$ cat config.mk
export PLATFORM = sky130hd
export DESIGN_NAME = sac_adc_ctrl
export DESIGN_NICKNAME = d
export VERILOG_FILES = /design/src/sac_pkg.sv /design/src/sac_slot_timer.sv /design/src/sac_sync2.sv /design/src/sac_adc_ctrl.sv
export SDC_FILE = /design/constraint.sdc
export NUM_CORES = 1
export LEC_CHECK = 0
export BUFFER_PORTS_ARGS = -buffer_cell sky130_fd_sc_hd__buf_2
export CORE_UTILIZATION = 47
export DETAILED_ROUTE_END_ITERATION = 6
export GPL_TIMING_DRIVEN = 0
export PLACE_DENSITY = 0.76
export SETUP_SLACK_MARGIN = 0.15
export SYNTH_ARGS = -nofsm -noshare
export SYNTH_HDL_FRONTEND = slang
export SYNTH_HIERARCHICAL = 1
export SYNTH_SLANG_ARGS = --single-unit
$ cat constraint.sdc
create_clock -name clock -period 9.3 [get_ports clock]
set_input_delay 0 -clock clock [delete_from_list [all_inputs] [get_ports clock]]
set_output_delay 0 -clock clock [all_outputs]
set_load 0.005 [all_outputs]
$ cat src/sac_pkg.sv
/*
  Shared constants for the converter controller: register addresses, field positions,
  reset values and conversion-time counts.
  Assumes a byte-wide internal register port at the printed addresses and a 250 MHz clock.
*/
package sac_pkg;
  localparam logic [15:0] SAC_ADDR_RESULT_LO = 16'hFF08;
  localparam logic [15:0] SAC_ADDR_RESULT_HI = 16'hFF09;
  localparam logic [15:0] SAC_ADDR_MODE = 16'hFF28;
  localparam logic [15:0] SAC_ADDR_CHANNEL = 16'hFF29;
  localparam logic [15:0] SAC_ADDR_CMP_MODE = 16'hFF2A;
  localparam logic [15:0] SAC_ADDR_THRESHOLD = 16'hFF2B;
  localparam logic [7:0] SAC_RESET_BYTE = 8'h00;
  localparam int SAC_MODE_RUN_BIT = 7;
  localparam int SAC_MODE_REF_BIT = 0;
  localparam int SAC_MODE_TIME_LSB = 3;
  localparam int SAC_CMP_ENABLE_BIT = 7;
  localparam int SAC_CMP_POLARITY_BIT = 6;
  localparam logic [7:0] SAC_MODE_MASK = 8'hB9;
  localparam logic [7:0] SAC_CHANNEL_MASK = 8'h07;
  localparam logic [7:0] SAC_CMP_MASK = 8'hC0;
  localparam int SAC_RESULT_SHIFT = 6;
  localparam int SAC_BITS = 10;
  // Base clocks per conversion time; the controller runs at a clock rate of its own.
  localparam int SAC_CLK_MHZ = 250;
  localparam int SAC_REF_FX_MHZ = 10;
  localparam int SAC_SCALE = SAC_CLK_MHZ / SAC_REF_FX_MHZ;
  localparam logic [15:0] SAC_T288 = 16'(288 * SAC_SCALE);
  localparam logic [15:0] SAC_T240 = 16'(240 * SAC_SCALE);
  localparam logic [15:0] SAC_T192 = 16'(192 * SAC_SCALE);
  localparam logic [15:0] SAC_T144 = 16'(144 * SAC_SCALE);
  localparam logic [15:0] SAC_T120 = 16'(120 * SAC_SCALE);
  localparam logic [15:0] SAC_T96 = 16'(96 * SAC_SCALE);
  // Sampling takes twelve slots in every twenty-two; ten slots carry decisions.
  localparam logic [15:0] SAC_SLOTS = 16'h0016;
  localparam logic [15:0] SAC_SAMPLE_SLOTS = 16'h000C;
endpackage

$ cat src/sac_slot_timer.sv
/*
  Slot timer: divides the selected conversion time into equal slots.
  Assumes restart is a one-cycle pulse from the controller on the same clock.
*/
`timescale 1ns/1ps
`default_nettype none
module sac_slot_timer
  import sac_pkg::*;
(
  // Clock and reset
  input wire logic clock,
  input wire logic rst_n,
  // Control
  input wire logic restart,
  input wire logic [15:0] slot_len,
  // Status
  output logic slot_end
);
  typedef struct packed {
    logic [15:0] cnt;
  } sac_tmr_t;
  sac_tmr_t st_ff;
  sac_tmr_t nxt_st;

  always_comb begin
    nxt_st = st_ff;
    if (restart || st_ff.cnt == 16'h0000) begin
      nxt_st.cnt = slot_len - 16'h0001;
    end else begin
      nxt_st.cnt = st_ff.cnt - 16'h0001;
    end
  end

  // The controller lets a restart win over a slot end, so no path runs back through restart.
  assign slot_end = (st_ff.cnt == 16'h0000);

  always_ff @(posedge clock) begin
    if (!rst_n) begin
      st_ff <= '0;
    end else begin
      st_ff <= nxt_st;
    end
  end
endmodule
`default_nettype wire

$ cat src/sac_sync2.sv
/*
  Two-stage synchroniser for the comparator decision.
  Assumes the input is asynchronous to clock.
*/
`timescale 1ns/1ps
`default_nettype none
module sac_sync2
(
  // Clock and reset
  input wire logic clock,
  input wire logic rst_n,
  // Data
  input wire logic din,
  output logic dout
);
  typedef struct packed {
    logic s1;
    logic s2;
  } sac_sync_t;
  sac_sync_t st_ff;
  sac_sync_t nxt_st;

  always_comb begin
    nxt_st.s1 = din;
    nxt_st.s2 = st_ff.s1;
  end

  assign dout = st_ff.s2;

  always_ff @(posedge clock) begin
    if (!rst_n) begin
      st_ff <= '0;
    end else begin
      st_ff <= nxt_st;
    end
  end
endmodule
`default_nettype wire

$ cat src/sac_adc_ctrl.sv
/*
  Successive-approximation converter controller with threshold-gated done interrupt.
  Assumes a byte register port with one-cycle strobes and an analog front end that
  follows channel, hold and tap outputs and answers on cmp_in.
*/
`timescale 1ns/1ps
`default_nettype none
module sac_adc_ctrl
  import sac_pkg::*;
(
  // Clock and reset
  input wire logic clock,
  input wire logic rst_n,
  // Register port
  input wire logic [15:0] reg_addr,
  input wire logic reg_wr,
  input wire logic reg_rd,
  input wire logic reg_rd16,
  input wire logic [7:0] reg_wdata,
  output logic [15:0] reg_rdata,
  output logic reg_wait,
  // Interrupt
  output logic conversion_done_irq,
  // Analog front end
  output logic [2:0] channel_sel,
  output logic sample_hold,
  output logic [9:0] ladder_tap,
  output logic reference_enable,
  input wire logic cmp_in
);
  typedef enum logic [2:0] {
    SAC_IDLE = 3'b001,
    SAC_SAMPLE = 3'b010,
    SAC_CONVERT = 3'b100
  } sac_state_t;

  typedef struct packed {
    sac_state_t state;
    logic [7:0] mode;
    logic [7:0] channel;
    logic [7:0] cmp_mode;
    logic [7:0] threshold;
    logic [9:0] approx;
    logic [3:0] bit_idx;
    logic [4:0] slot;
    logic first_unusable;
    logic [15:0] result;
    logic irq;
    logic [15:0] rdata;
    logic wait_cyc;
    logic [2:0] ch_out;
    logic hold_out;
    logic [9:0] tap_out;
    logic ref_out;
  } sac_ctl_t;

  sac_ctl_t st_ff;
  sac_ctl_t nxt_st;
  logic cmp_sync;
  logic slot_end;
  logic restart;
  logic [15:0] slot_len;
  logic [15:0] conv_len;
  logic [9:0] final_val;
  logic accept;
  logic conv_end;

  sac_sync2 u_sync (
    .clock(clock),
    .rst_n(rst_n),
    .din(cmp_in),
    .dout(cmp_sync)
  );

  sac_slot_timer u_timer (
    .clock(clock),
    .rst_n(rst_n),
    .restart(restart),
    .slot_len(slot_len),
    .slot_end(slot_end)
  );

  // The incoming mode sets the length, so a restarting write runs at its own time code.
  always_comb begin
    case (nxt_st.mode[SAC_MODE_TIME_LSB +: 3])
      3'h0: conv_len = SAC_T288;
      3'h1: conv_len = SAC_T240;
      3'h2: conv_len = SAC_T192;
      3'h4: conv_len = SAC_T144;
      3'h5: conv_len = SAC_T120;
      3'h6: conv_len = SAC_T96;
      default: conv_len = SAC_T96;
    endcase
  end

  // Prohibited codes fall back to the shortest time rather than locking up.
  assign slot_len = conv_len / SAC_SLOTS;

  // Final bit decision folded in so the latched value matches the last trial.
  always_comb begin
    final_val = st_ff.approx;
    final_val[0] = cmp_sync;
  end

  // Last decision slot of a conversion; the checks below key on it.
  assign conv_end = (st_ff.state == SAC_CONVERT) && slot_end && (st_ff.bit_idx == 4'h0);

  always_comb begin
    if (!st_ff.cmp_mode[SAC_CMP_ENABLE_BIT]) begin
      accept = 1'b1;
    end else if (!st_ff.cmp_mode[SAC_CMP_POLARITY_BIT]) begin
      accept = (final_val[9:2] >= st_ff.threshold);
    end else begin
      accept = (final_val[9:2] < st_ff.threshold);
    end
  end

  always_comb begin
    nxt_st = st_ff;
    restart = 1'b0;
    nxt_st.irq = 1'b0;
    nxt_st.wait_cyc = 1'b0;
    // Sequencing.
    case (st_ff.state)
      SAC_IDLE: begin
        if (st_ff.mode[SAC_MODE_RUN_BIT]) begin
          nxt_st.state = SAC_SAMPLE;
          nxt_st.slot = 5'h00;
          nxt_st.first_unusable = !st_ff.mode[SAC_MODE_REF_BIT];
          restart = 1'b1;
        end
      end
      SAC_SAMPLE: begin
        if (slot_end) begin
          nxt_st.slot = st_ff.slot + 5'h01;
          if (st_ff.slot == 5'(SAC_SAMPLE_SLOTS - 16'h0001)) begin
            nxt_st.state = SAC_CONVERT;
            nxt_st.approx = 10'h200;
            nxt_st.bit_idx = 4'h9;
          end
        end
      end
      SAC_CONVERT: begin
        if (slot_end) begin
          if (st_ff.bit_idx == 4'h0) begin
            nxt_st.result = {final_val, 6'h00};
            nxt_st.irq = accept && !st_ff.first_unusable;
            nxt_st.first_unusable = 1'b0;
            nxt_st.state = SAC_SAMPLE;
            nxt_st.slot = 5'h00;
          end else begin
            nxt_st.approx[st_ff.bit_idx] = cmp_sync;
            nxt_st.approx[st_ff.bit_idx - 4'h1] = 1'b1;
            nxt_st.bit_idx = st_ff.bit_idx - 4'h1;
          end
        end
      end
      default: nxt_st.state = SAC_IDLE;
    endcase
    // Control register writes; they take priority and restart a running sequence, or stop it when the run bit is clear.
    if (reg_wr) begin
      nxt_st.wait_cyc = 1'b1;
      case (reg_addr)
        SAC_ADDR_MODE: nxt_st.mode = reg_wdata & SAC_MODE_MASK;
        SAC_ADDR_CHANNEL: nxt_st.channel = reg_wdata & SAC_CHANNEL_MASK;
        SAC_ADDR_CMP_MODE: nxt_st.cmp_mode = reg_wdata & SAC_CMP_MASK;
        SAC_ADDR_THRESHOLD: nxt_st.threshold = reg_wdata;
        default: nxt_st.wait_cyc = 1'b0;
      endcase
      if (nxt_st.wait_cyc && (st_ff.state != SAC_IDLE || restart)) begin
        nxt_st.irq = 1'b0;
        if (nxt_st.mode[SAC_MODE_RUN_BIT]) begin
          nxt_st.state = SAC_SAMPLE;
          nxt_st.slot = 5'h00;
          restart = 1'b1;
        end else begin
          nxt_st.state = SAC_IDLE;
        end
      end
    end
    // Register reads.
    nxt_st.rdata = 16'h0000;
    if (reg_rd) begin
      case (reg_addr)
        SAC_ADDR_RESULT_LO: begin
          nxt_st.rdata = reg_rd16 ? st_ff.result : {8'h00, st_ff.result[7:0]};
          nxt_st.wait_cyc = 1'b1;
        end
        SAC_ADDR_RESULT_HI: begin
          nxt_st.rdata = {8'h00, st_ff.result[15:8]};
          nxt_st.wait_cyc = 1'b1;
        end
        SAC_ADDR_MODE: nxt_st.rdata = {8'h00, st_ff.mode};
        SAC_ADDR_CHANNEL: nxt_st.rdata = {8'h00, st_ff.channel};
        SAC_ADDR_CMP_MODE: nxt_st.rdata = {8'h00, st_ff.cmp_mode};
        SAC_ADDR_THRESHOLD: nxt_st.rdata = {8'h00, st_ff.threshold};
        default: nxt_st.rdata = 16'h0000;
      endcase
    end
    // Front-end outputs.
    nxt_st.ch_out = nxt_st.channel[2:0];
    nxt_st.hold_out = (nxt_st.state == SAC_CONVERT);
    nxt_st.tap_out = nxt_st.approx;
    nxt_st.ref_out = nxt_st.mode[SAC_MODE_REF_BIT];
  end

  assign reg_rdata = st_ff.rdata;
  assign reg_wait = st_ff.wait_cyc;
  assign conversion_done_irq = st_ff.irq;
  assign channel_sel = st_ff.ch_out;
  assign sample_hold = st_ff.hold_out;
  assign ladder_tap = st_ff.tap_out;
  assign reference_enable = st_ff.ref_out;

  // The result is not cleared by reset; it only holds a value after a conversion.
  always_ff @(posedge clock) begin
    if (!rst_n) begin
      st_ff.state <= SAC_IDLE;
      st_ff.mode <= SAC_RESET_BYTE;
      st_ff.channel <= SAC_RESET_BYTE;
      st_ff.cmp_mode <= SAC_RESET_BYTE;
      st_ff.threshold <= SAC_RESET_BYTE;
      st_ff.approx <= 10'h000;
      st_ff.bit_idx <= 4'h0;
      st_ff.slot <= 5'h00;
      st_ff.first_unusable <= 1'b0;
      st_ff.irq <= 1'b0;
      st_ff.rdata <= 16'h0000;
      st_ff.wait_cyc <= 1'b0;
      st_ff.ch_out <= 3'h0;
      st_ff.hold_out <= 1'b0;
      st_ff.tap_out <= 10'h000;
      st_ff.ref_out <= 1'b0;
    end else begin
      st_ff <= nxt_st;
    end
    if (rst_n) begin
      st_ff.result <= nxt_st.result;
    end
  end

  result_low_zero_a: assert property (@(posedge clock) disable iff (!rst_n)
    conv_end |=> st_ff.result[5:0] == 6'h00)
    else $error("Result low bits not zero.");
  first_withheld_a: assert property (@(posedge clock) disable iff (!rst_n)
    conv_end && st_ff.first_unusable |=> !conversion_done_irq)
    else $error("Interrupt raised for an unusable first result.");
  plain_irq_a: assert property (@(posedge clock) disable iff (!rst_n)
    conv_end && !st_ff.cmp_mode[SAC_CMP_ENABLE_BIT] && !st_ff.first_unusable && !reg_wr
    |=> conversion_done_irq)
    else $error("Plain conversion ended without interrupt.");
  repeat_restarts_a: assert property (@(posedge clock) disable iff (!rst_n)
    conv_end && st_ff.mode[SAC_MODE_RUN_BIT] && !reg_wr
    |=> st_ff.state == SAC_SAMPLE && st_ff.slot == 5'h00)
    else $error("Conversion did not repeat.");
  high_byte_read_a: assert property (@(posedge clock) disable iff (!rst_n)
    reg_rd && reg_addr == SAC_ADDR_RESULT_HI
    |=> reg_wait && reg_rdata == {8'h00, $past(st_ff.result[15:8])})
    else $error("High result byte read wrong.");
  stop_no_irq_a: assert property (@(posedge clock) disable iff (!rst_n)
    reg_wr && reg_addr == SAC_ADDR_MODE && st_ff.state != SAC_IDLE |=> !conversion_done_irq)
    else $error("Interrupt raised for an aborted conversion.");
  reset_clears_a: assert property (@(posedge clock)
    !rst_n |=> st_ff.channel == 8'h00 && st_ff.cmp_mode == 8'h00 && st_ff.threshold == 8'h00)
    else $error("Control registers not cleared by reset.");
  channel_follows_a: assert property (@(posedge clock) disable iff (!rst_n)
    channel_sel == st_ff.channel[2:0])
    else $error("Channel output differs from register.");
  start_msb_set_a: assert property (@(posedge clock) disable iff (!rst_n)
    st_ff.state == SAC_SAMPLE ##1 st_ff.state == SAC_CONVERT |-> st_ff.approx == 10'h200)
    else $error("Approximation does not start at half scale.");
  irq_compare_a: assert property (@(posedge clock) disable iff (!rst_n)
    conversion_done_irq && st_ff.cmp_mode[SAC_CMP_ENABLE_BIT] && !$past(reg_wr)
    |-> (st_ff.cmp_mode[SAC_CMP_POLARITY_BIT] ? st_ff.result[15:8] < st_ff.threshold
                                             : st_ff.result[15:8] >= st_ff.threshold))
    else $error("Interrupt raised against threshold condition.");
  irq_pulse_a: assert property (@(posedge clock) disable iff (!rst_n)
    conversion_done_irq |=> !conversion_done_irq)
    else $error("Interrupt longer than one cycle.");
  stop_at_once_a: assert property (@(posedge clock) disable iff (!rst_n)
    reg_wr && reg_addr == SAC_ADDR_MODE && !reg_wdata[SAC_MODE_RUN_BIT]
    |=> st_ff.state == SAC_IDLE && !sample_hold)
    else $error("Conversion did not stop on run clear.");
  write_restarts_a: assert property (@(posedge clock) disable iff (!rst_n)
    reg_wr && reg_addr == SAC_ADDR_THRESHOLD && st_ff.mode[SAC_MODE_RUN_BIT]
    |=> st_ff.state == SAC_SAMPLE && st_ff.slot == 5'h00)
    else $error("Control write did not restart conversion.");
  wait_on_write_a: assert property (@(posedge clock) disable iff (!rst_n)
    reg_wr && reg_addr == SAC_ADDR_CHANNEL |=> reg_wait)
    else $error("No wait cycle on control write.");
  hold_in_convert_a: assert property (@(posedge clock) disable iff (!rst_n)
    st_ff.state == SAC_CONVERT |=> sample_hold || st_ff.state != SAC_CONVERT)
    else $error("Hold not asserted while converting.");

  cov_irq_c: cover property (@(posedge clock) disable iff (!rst_n) conversion_done_irq);
  cov_cmp_c: cover property (@(posedge clock) disable iff (!rst_n)
    conversion_done_irq && st_ff.cmp_mode[SAC_CMP_ENABLE_BIT]);
  cov_abort_c: cover property (@(posedge clock) disable iff (!rst_n)
    reg_wr && st_ff.state == SAC_CONVERT);
  cov_stop_c: cover property (@(posedge clock) disable iff (!rst_n)
    reg_wr && reg_addr == SAC_ADDR_MODE && !reg_wdata[SAC_MODE_RUN_BIT] && st_ff.state != SAC_IDLE);
  cov_withheld_c: cover property (@(posedge clock) disable iff (!rst_n)
    conv_end && st_ff.first_unusable);
endmodule
`default_nettype wire

==> impl_metrics.env <==
export IMPL_slew_headroom=0.510
export IMPL_drt_initial_drc_count=371
export IMPL_tightest_slew_ns=0.732
export IMPL_ios=63
export IMPL_fin_nets=745
export IMPL_regToRegSetupSlack_ns=5.28
export IMPL_die_y_microns=108
export IMPL_core_sq_mm=0.0109
export IMPL_most_common_layout_cells="dfxtp_1 (78), buf_2 (63), nor2_1 (54), nand2_1 (46), mux2i_1 (34)"
export IMPL_grt_usage=0.233
export IMPL_critical_path_class="in2reg"
export IMPL_skew_ns=0.0111
export IMPL_drive_above_1_share=0.212
export IMPL_grt_pass1_vias=4607
export IMPL_cp_start_kind="primary input"
export IMPL_final_seq_area_sq_mm=0.00186
export IMPL_synth_top_area_frac=0.294
export IMPL_worstRegToRegCells=18
export IMPL_cts_tree="done"
export IMPL_clock_sinks=88
export IMPL_p_per_area_mw_per_mm2=195
export IMPL_setup_viol=0
export IMPL_crit_arrival_ns=4.80
export IMPL_fin_crit_sh=0.494
export IMPL_rows=38
export IMPL_reg2reg_to="u_timer/st_ff[10]"
export IMPL_avgSynthCellArea_sq_um=8.75
export IMPL_die_width_microns=108
export IMPL_yosysSeqAreaShare=0.351
export IMPL_async_reset_ff_frac=0
export IMPL_syn2layout_area_growth_pct=16.9
export IMPL_synth_edf_count=10
export IMPL_overflow=0
export IMPL_vias=4820
export IMPL_fill_cells=944
export IMPL_cts_buffers=9
export IMPL_finalHoldViolCount=0
export IMPL_portBuffers=59
export IMPL_root_buffer="clkbuf_16"
export IMPL_dr_pass1_iters=7
export IMPL_critPathCaptureType="register"
export IMPL_clkLatencyLatePin_ns=0.34
export IMPL_worstHoldPathType="in2reg"
export IMPL_yosys_top_cells_area="dfxtp_1 (29%), mux2i_1 (6.4%), edfxtp_1 (5.7%)"
export IMPL_ys_flop_type="dfxtp_1"
export IMPL_multi_input_area_sq_mm=0.00309
export IMPL_ys_seq_elements=88
export IMPL_ys_warnings_count=6
export IMPL_drt_vias_per_instance=5.72
export IMPL_gp_congestion=0.884
export IMPL_grt_pass1_wl_microns=21600
export IMPL_synthesis_area_sq_mm=0.00531
export IMPL_htreeDepth=3
export IMPL_grt_max_degree=17
export IMPL_min_from="reg_wdata[4]"
export IMPL_cts_clk_slew_worst_paths_ns=0.07
export IMPL_rsz0062_at_grt="no"
export IMPL_worstSetupStartpoint="reg_addr[2]"
export IMPL_start_util=0.485
export IMPL_cp_max_fo=7
export IMPL_ir_worst_vdd_uv=133
export IMPL_fp_dieArea_sq_mm=0.0117
export IMPL_hpwl_microns=9810
export IMPL_min_period_ns=4.59
export IMPL_diodes=0
export IMPL_hold_depth=3
export IMPL_synth_distinct_cells=78
export IMPL_antenna_found_initial=0
export IMPL_remaining_drc_errors=0
export IMPL_fmax_ghz=0.218
export IMPL_maxCapViolCount=0
export IMPL_status="complete, no violations"
export IMPL_cp_required_ns=9.51
export IMPL_power_leakage_nw=2.62
export IMPL_synthCells=607
export IMPL_final_common_cell="dfxtp_1"
export IMPL_drv_slew=0
export IMPL_clock_path_buffers=2
export IMPL_setup_ws_ns=4.71
export IMPL_wire_per_inst_microns=15.8
export IMPL_ant_nets=0
export IMPL_wl_microns=13300
export IMPL_cts_resized=0
export IMPL_synth_largest_area_cell="dfxtp_1"
export IMPL_r2r_start="st_ff[96]"
export IMPL_dp_slack_ns=4.43
export IMPL_whs_endpoint="st_ff[73]"
export IMPL_fin_tns_setup_ns=0
[cell usage after synthesis (10+ instances only)]
| master | number |
|---|---|
| mux2i_1 | 34 |
| dfxtp_1 | 78 |
| and2_1 | 17 |
| nor2_1 | 54 |
| nor2b_1 | 23 |
| a21oi_1 | 33 |
| nand3_1 | 25 |
| o21ai_0 | 20 |
| nor3_1 | 19 |
| buf_4 | 30 |
| ha_1 | 18 |
| inv_1 | 19 |
| clkbuf_1 | 20 |
| nand2_1 | 46 |
| edfxtp_1 | 10 |
[per-stage QoR]
stage                     hold WS (ns)  total power, mW  cell area [sq um]   util  std cells
after floorplan                  0.122            0.744               5360      -        621
after detailed placement         0.210            0.824               5830  0.533        820
after global placement           0.208            0.800               5830  0.533        820
after CTS                     0.000112             1.21               6210  0.568        842
final                          0.00605             1.21               6210  0.568        842
after global routing            0.0517             1.26               6210  0.568        842
[area by class of cell]
type,instances,share of cell area
clock inverters,6,0.0121
flip-flops and latches,88,0.300
clock buffers,10,0.0385
repair buffers,65,0.0573
well taps,140,0.0282
plain buffers,56,0.0546
inverters,19,0.0115
multi-input cells,458,0.498
[report_power, final]
| part | internal [mW] | switching, mW | total, mW | leakage [nW] |
|---|---|---|---|---|
| sequential | 0.410 | 0.0280 | 0.438 | 0.728 |
| combinational | 0.170 | 0.221 | 0.390 | 1.74 |
| clock | 0.219 | 0.161 | 0.380 | 0.151 |
[cells by family after synthesis]
kind of cell    share of synthesized area
compound gates                      0.160
xor+xnor                           0.0198
fa+ha+maj                          0.0424
buf+inv                            0.0773
flops                               0.351
mux                                0.0811
other cells                      0.000706
simple gates                        0.268
[metal layers]
metal | track usage | wire, microns | vias to the layer above
met3 | 0.0386 | 827 | 23
met5 | 0 | 0 | -
met4 | 0.0936 | 314 | 0
met2 | 0.389 | 6290 | 172
li1 | - | - | 2324
met1 | 0.298 | 5850 | 2301
[worst max-delay path by stage]
stage	slack, ns	end	depth (start not counted)
finish	4.71	u_timer/st_ff[10]	21
global route	4.38	u_timer/st_ff[12]	21
CTS	4.77	u_timer/st_ff[10]	21
detailed placement	4.43	u_timer/st_ff[10]	21
global placement	4.64	u_timer/st_ff[12]	21
floorplan	5.00	u_timer/st_ff[10]	20
[sequential cells by signal, summed over array words and instances, names as in the netlist]
| register | flops |
|---|---|
| u_timer/st_ff | 16 |
| u_sync/nxt_st | 1 |
| sample_hold | 1 |
| st_ff | 41 |
| ladder_tap | 10 |
| u_sync/dout | 1 |
| reg_rdata | 16 |
| reg_wait | 1 |
| conversion_done_irq | 1 |
[worst max-delay path, stage by stage]
cell	delay (ns)
buf_2	0.10
or4b_4	0.56
nor4_2	0.47
nand2_2	0.23
mux2i_1	0.36
nand2_1	0.10
nand2_1	0.08
ha_1	0.27
o21ai_0	0.20
a21oi_1	0.10
ha_1	0.20
xor2_1	0.16
o32a_1	0.31
mux2i_1	0.21
ha_1	0.23
nand2b_1	0.09
nor4_2	0.40
mux2_2	0.27
a22oi_4	0.09
nor3_1	0.27
nor3b_2	0.07
[timing repair]
item,in CTS,in global routing
hold buffers,6,0
hold endpoints to repair,11,0
setup buffers,0,0
Note: power is estimated with default switching activity, not from simulation.
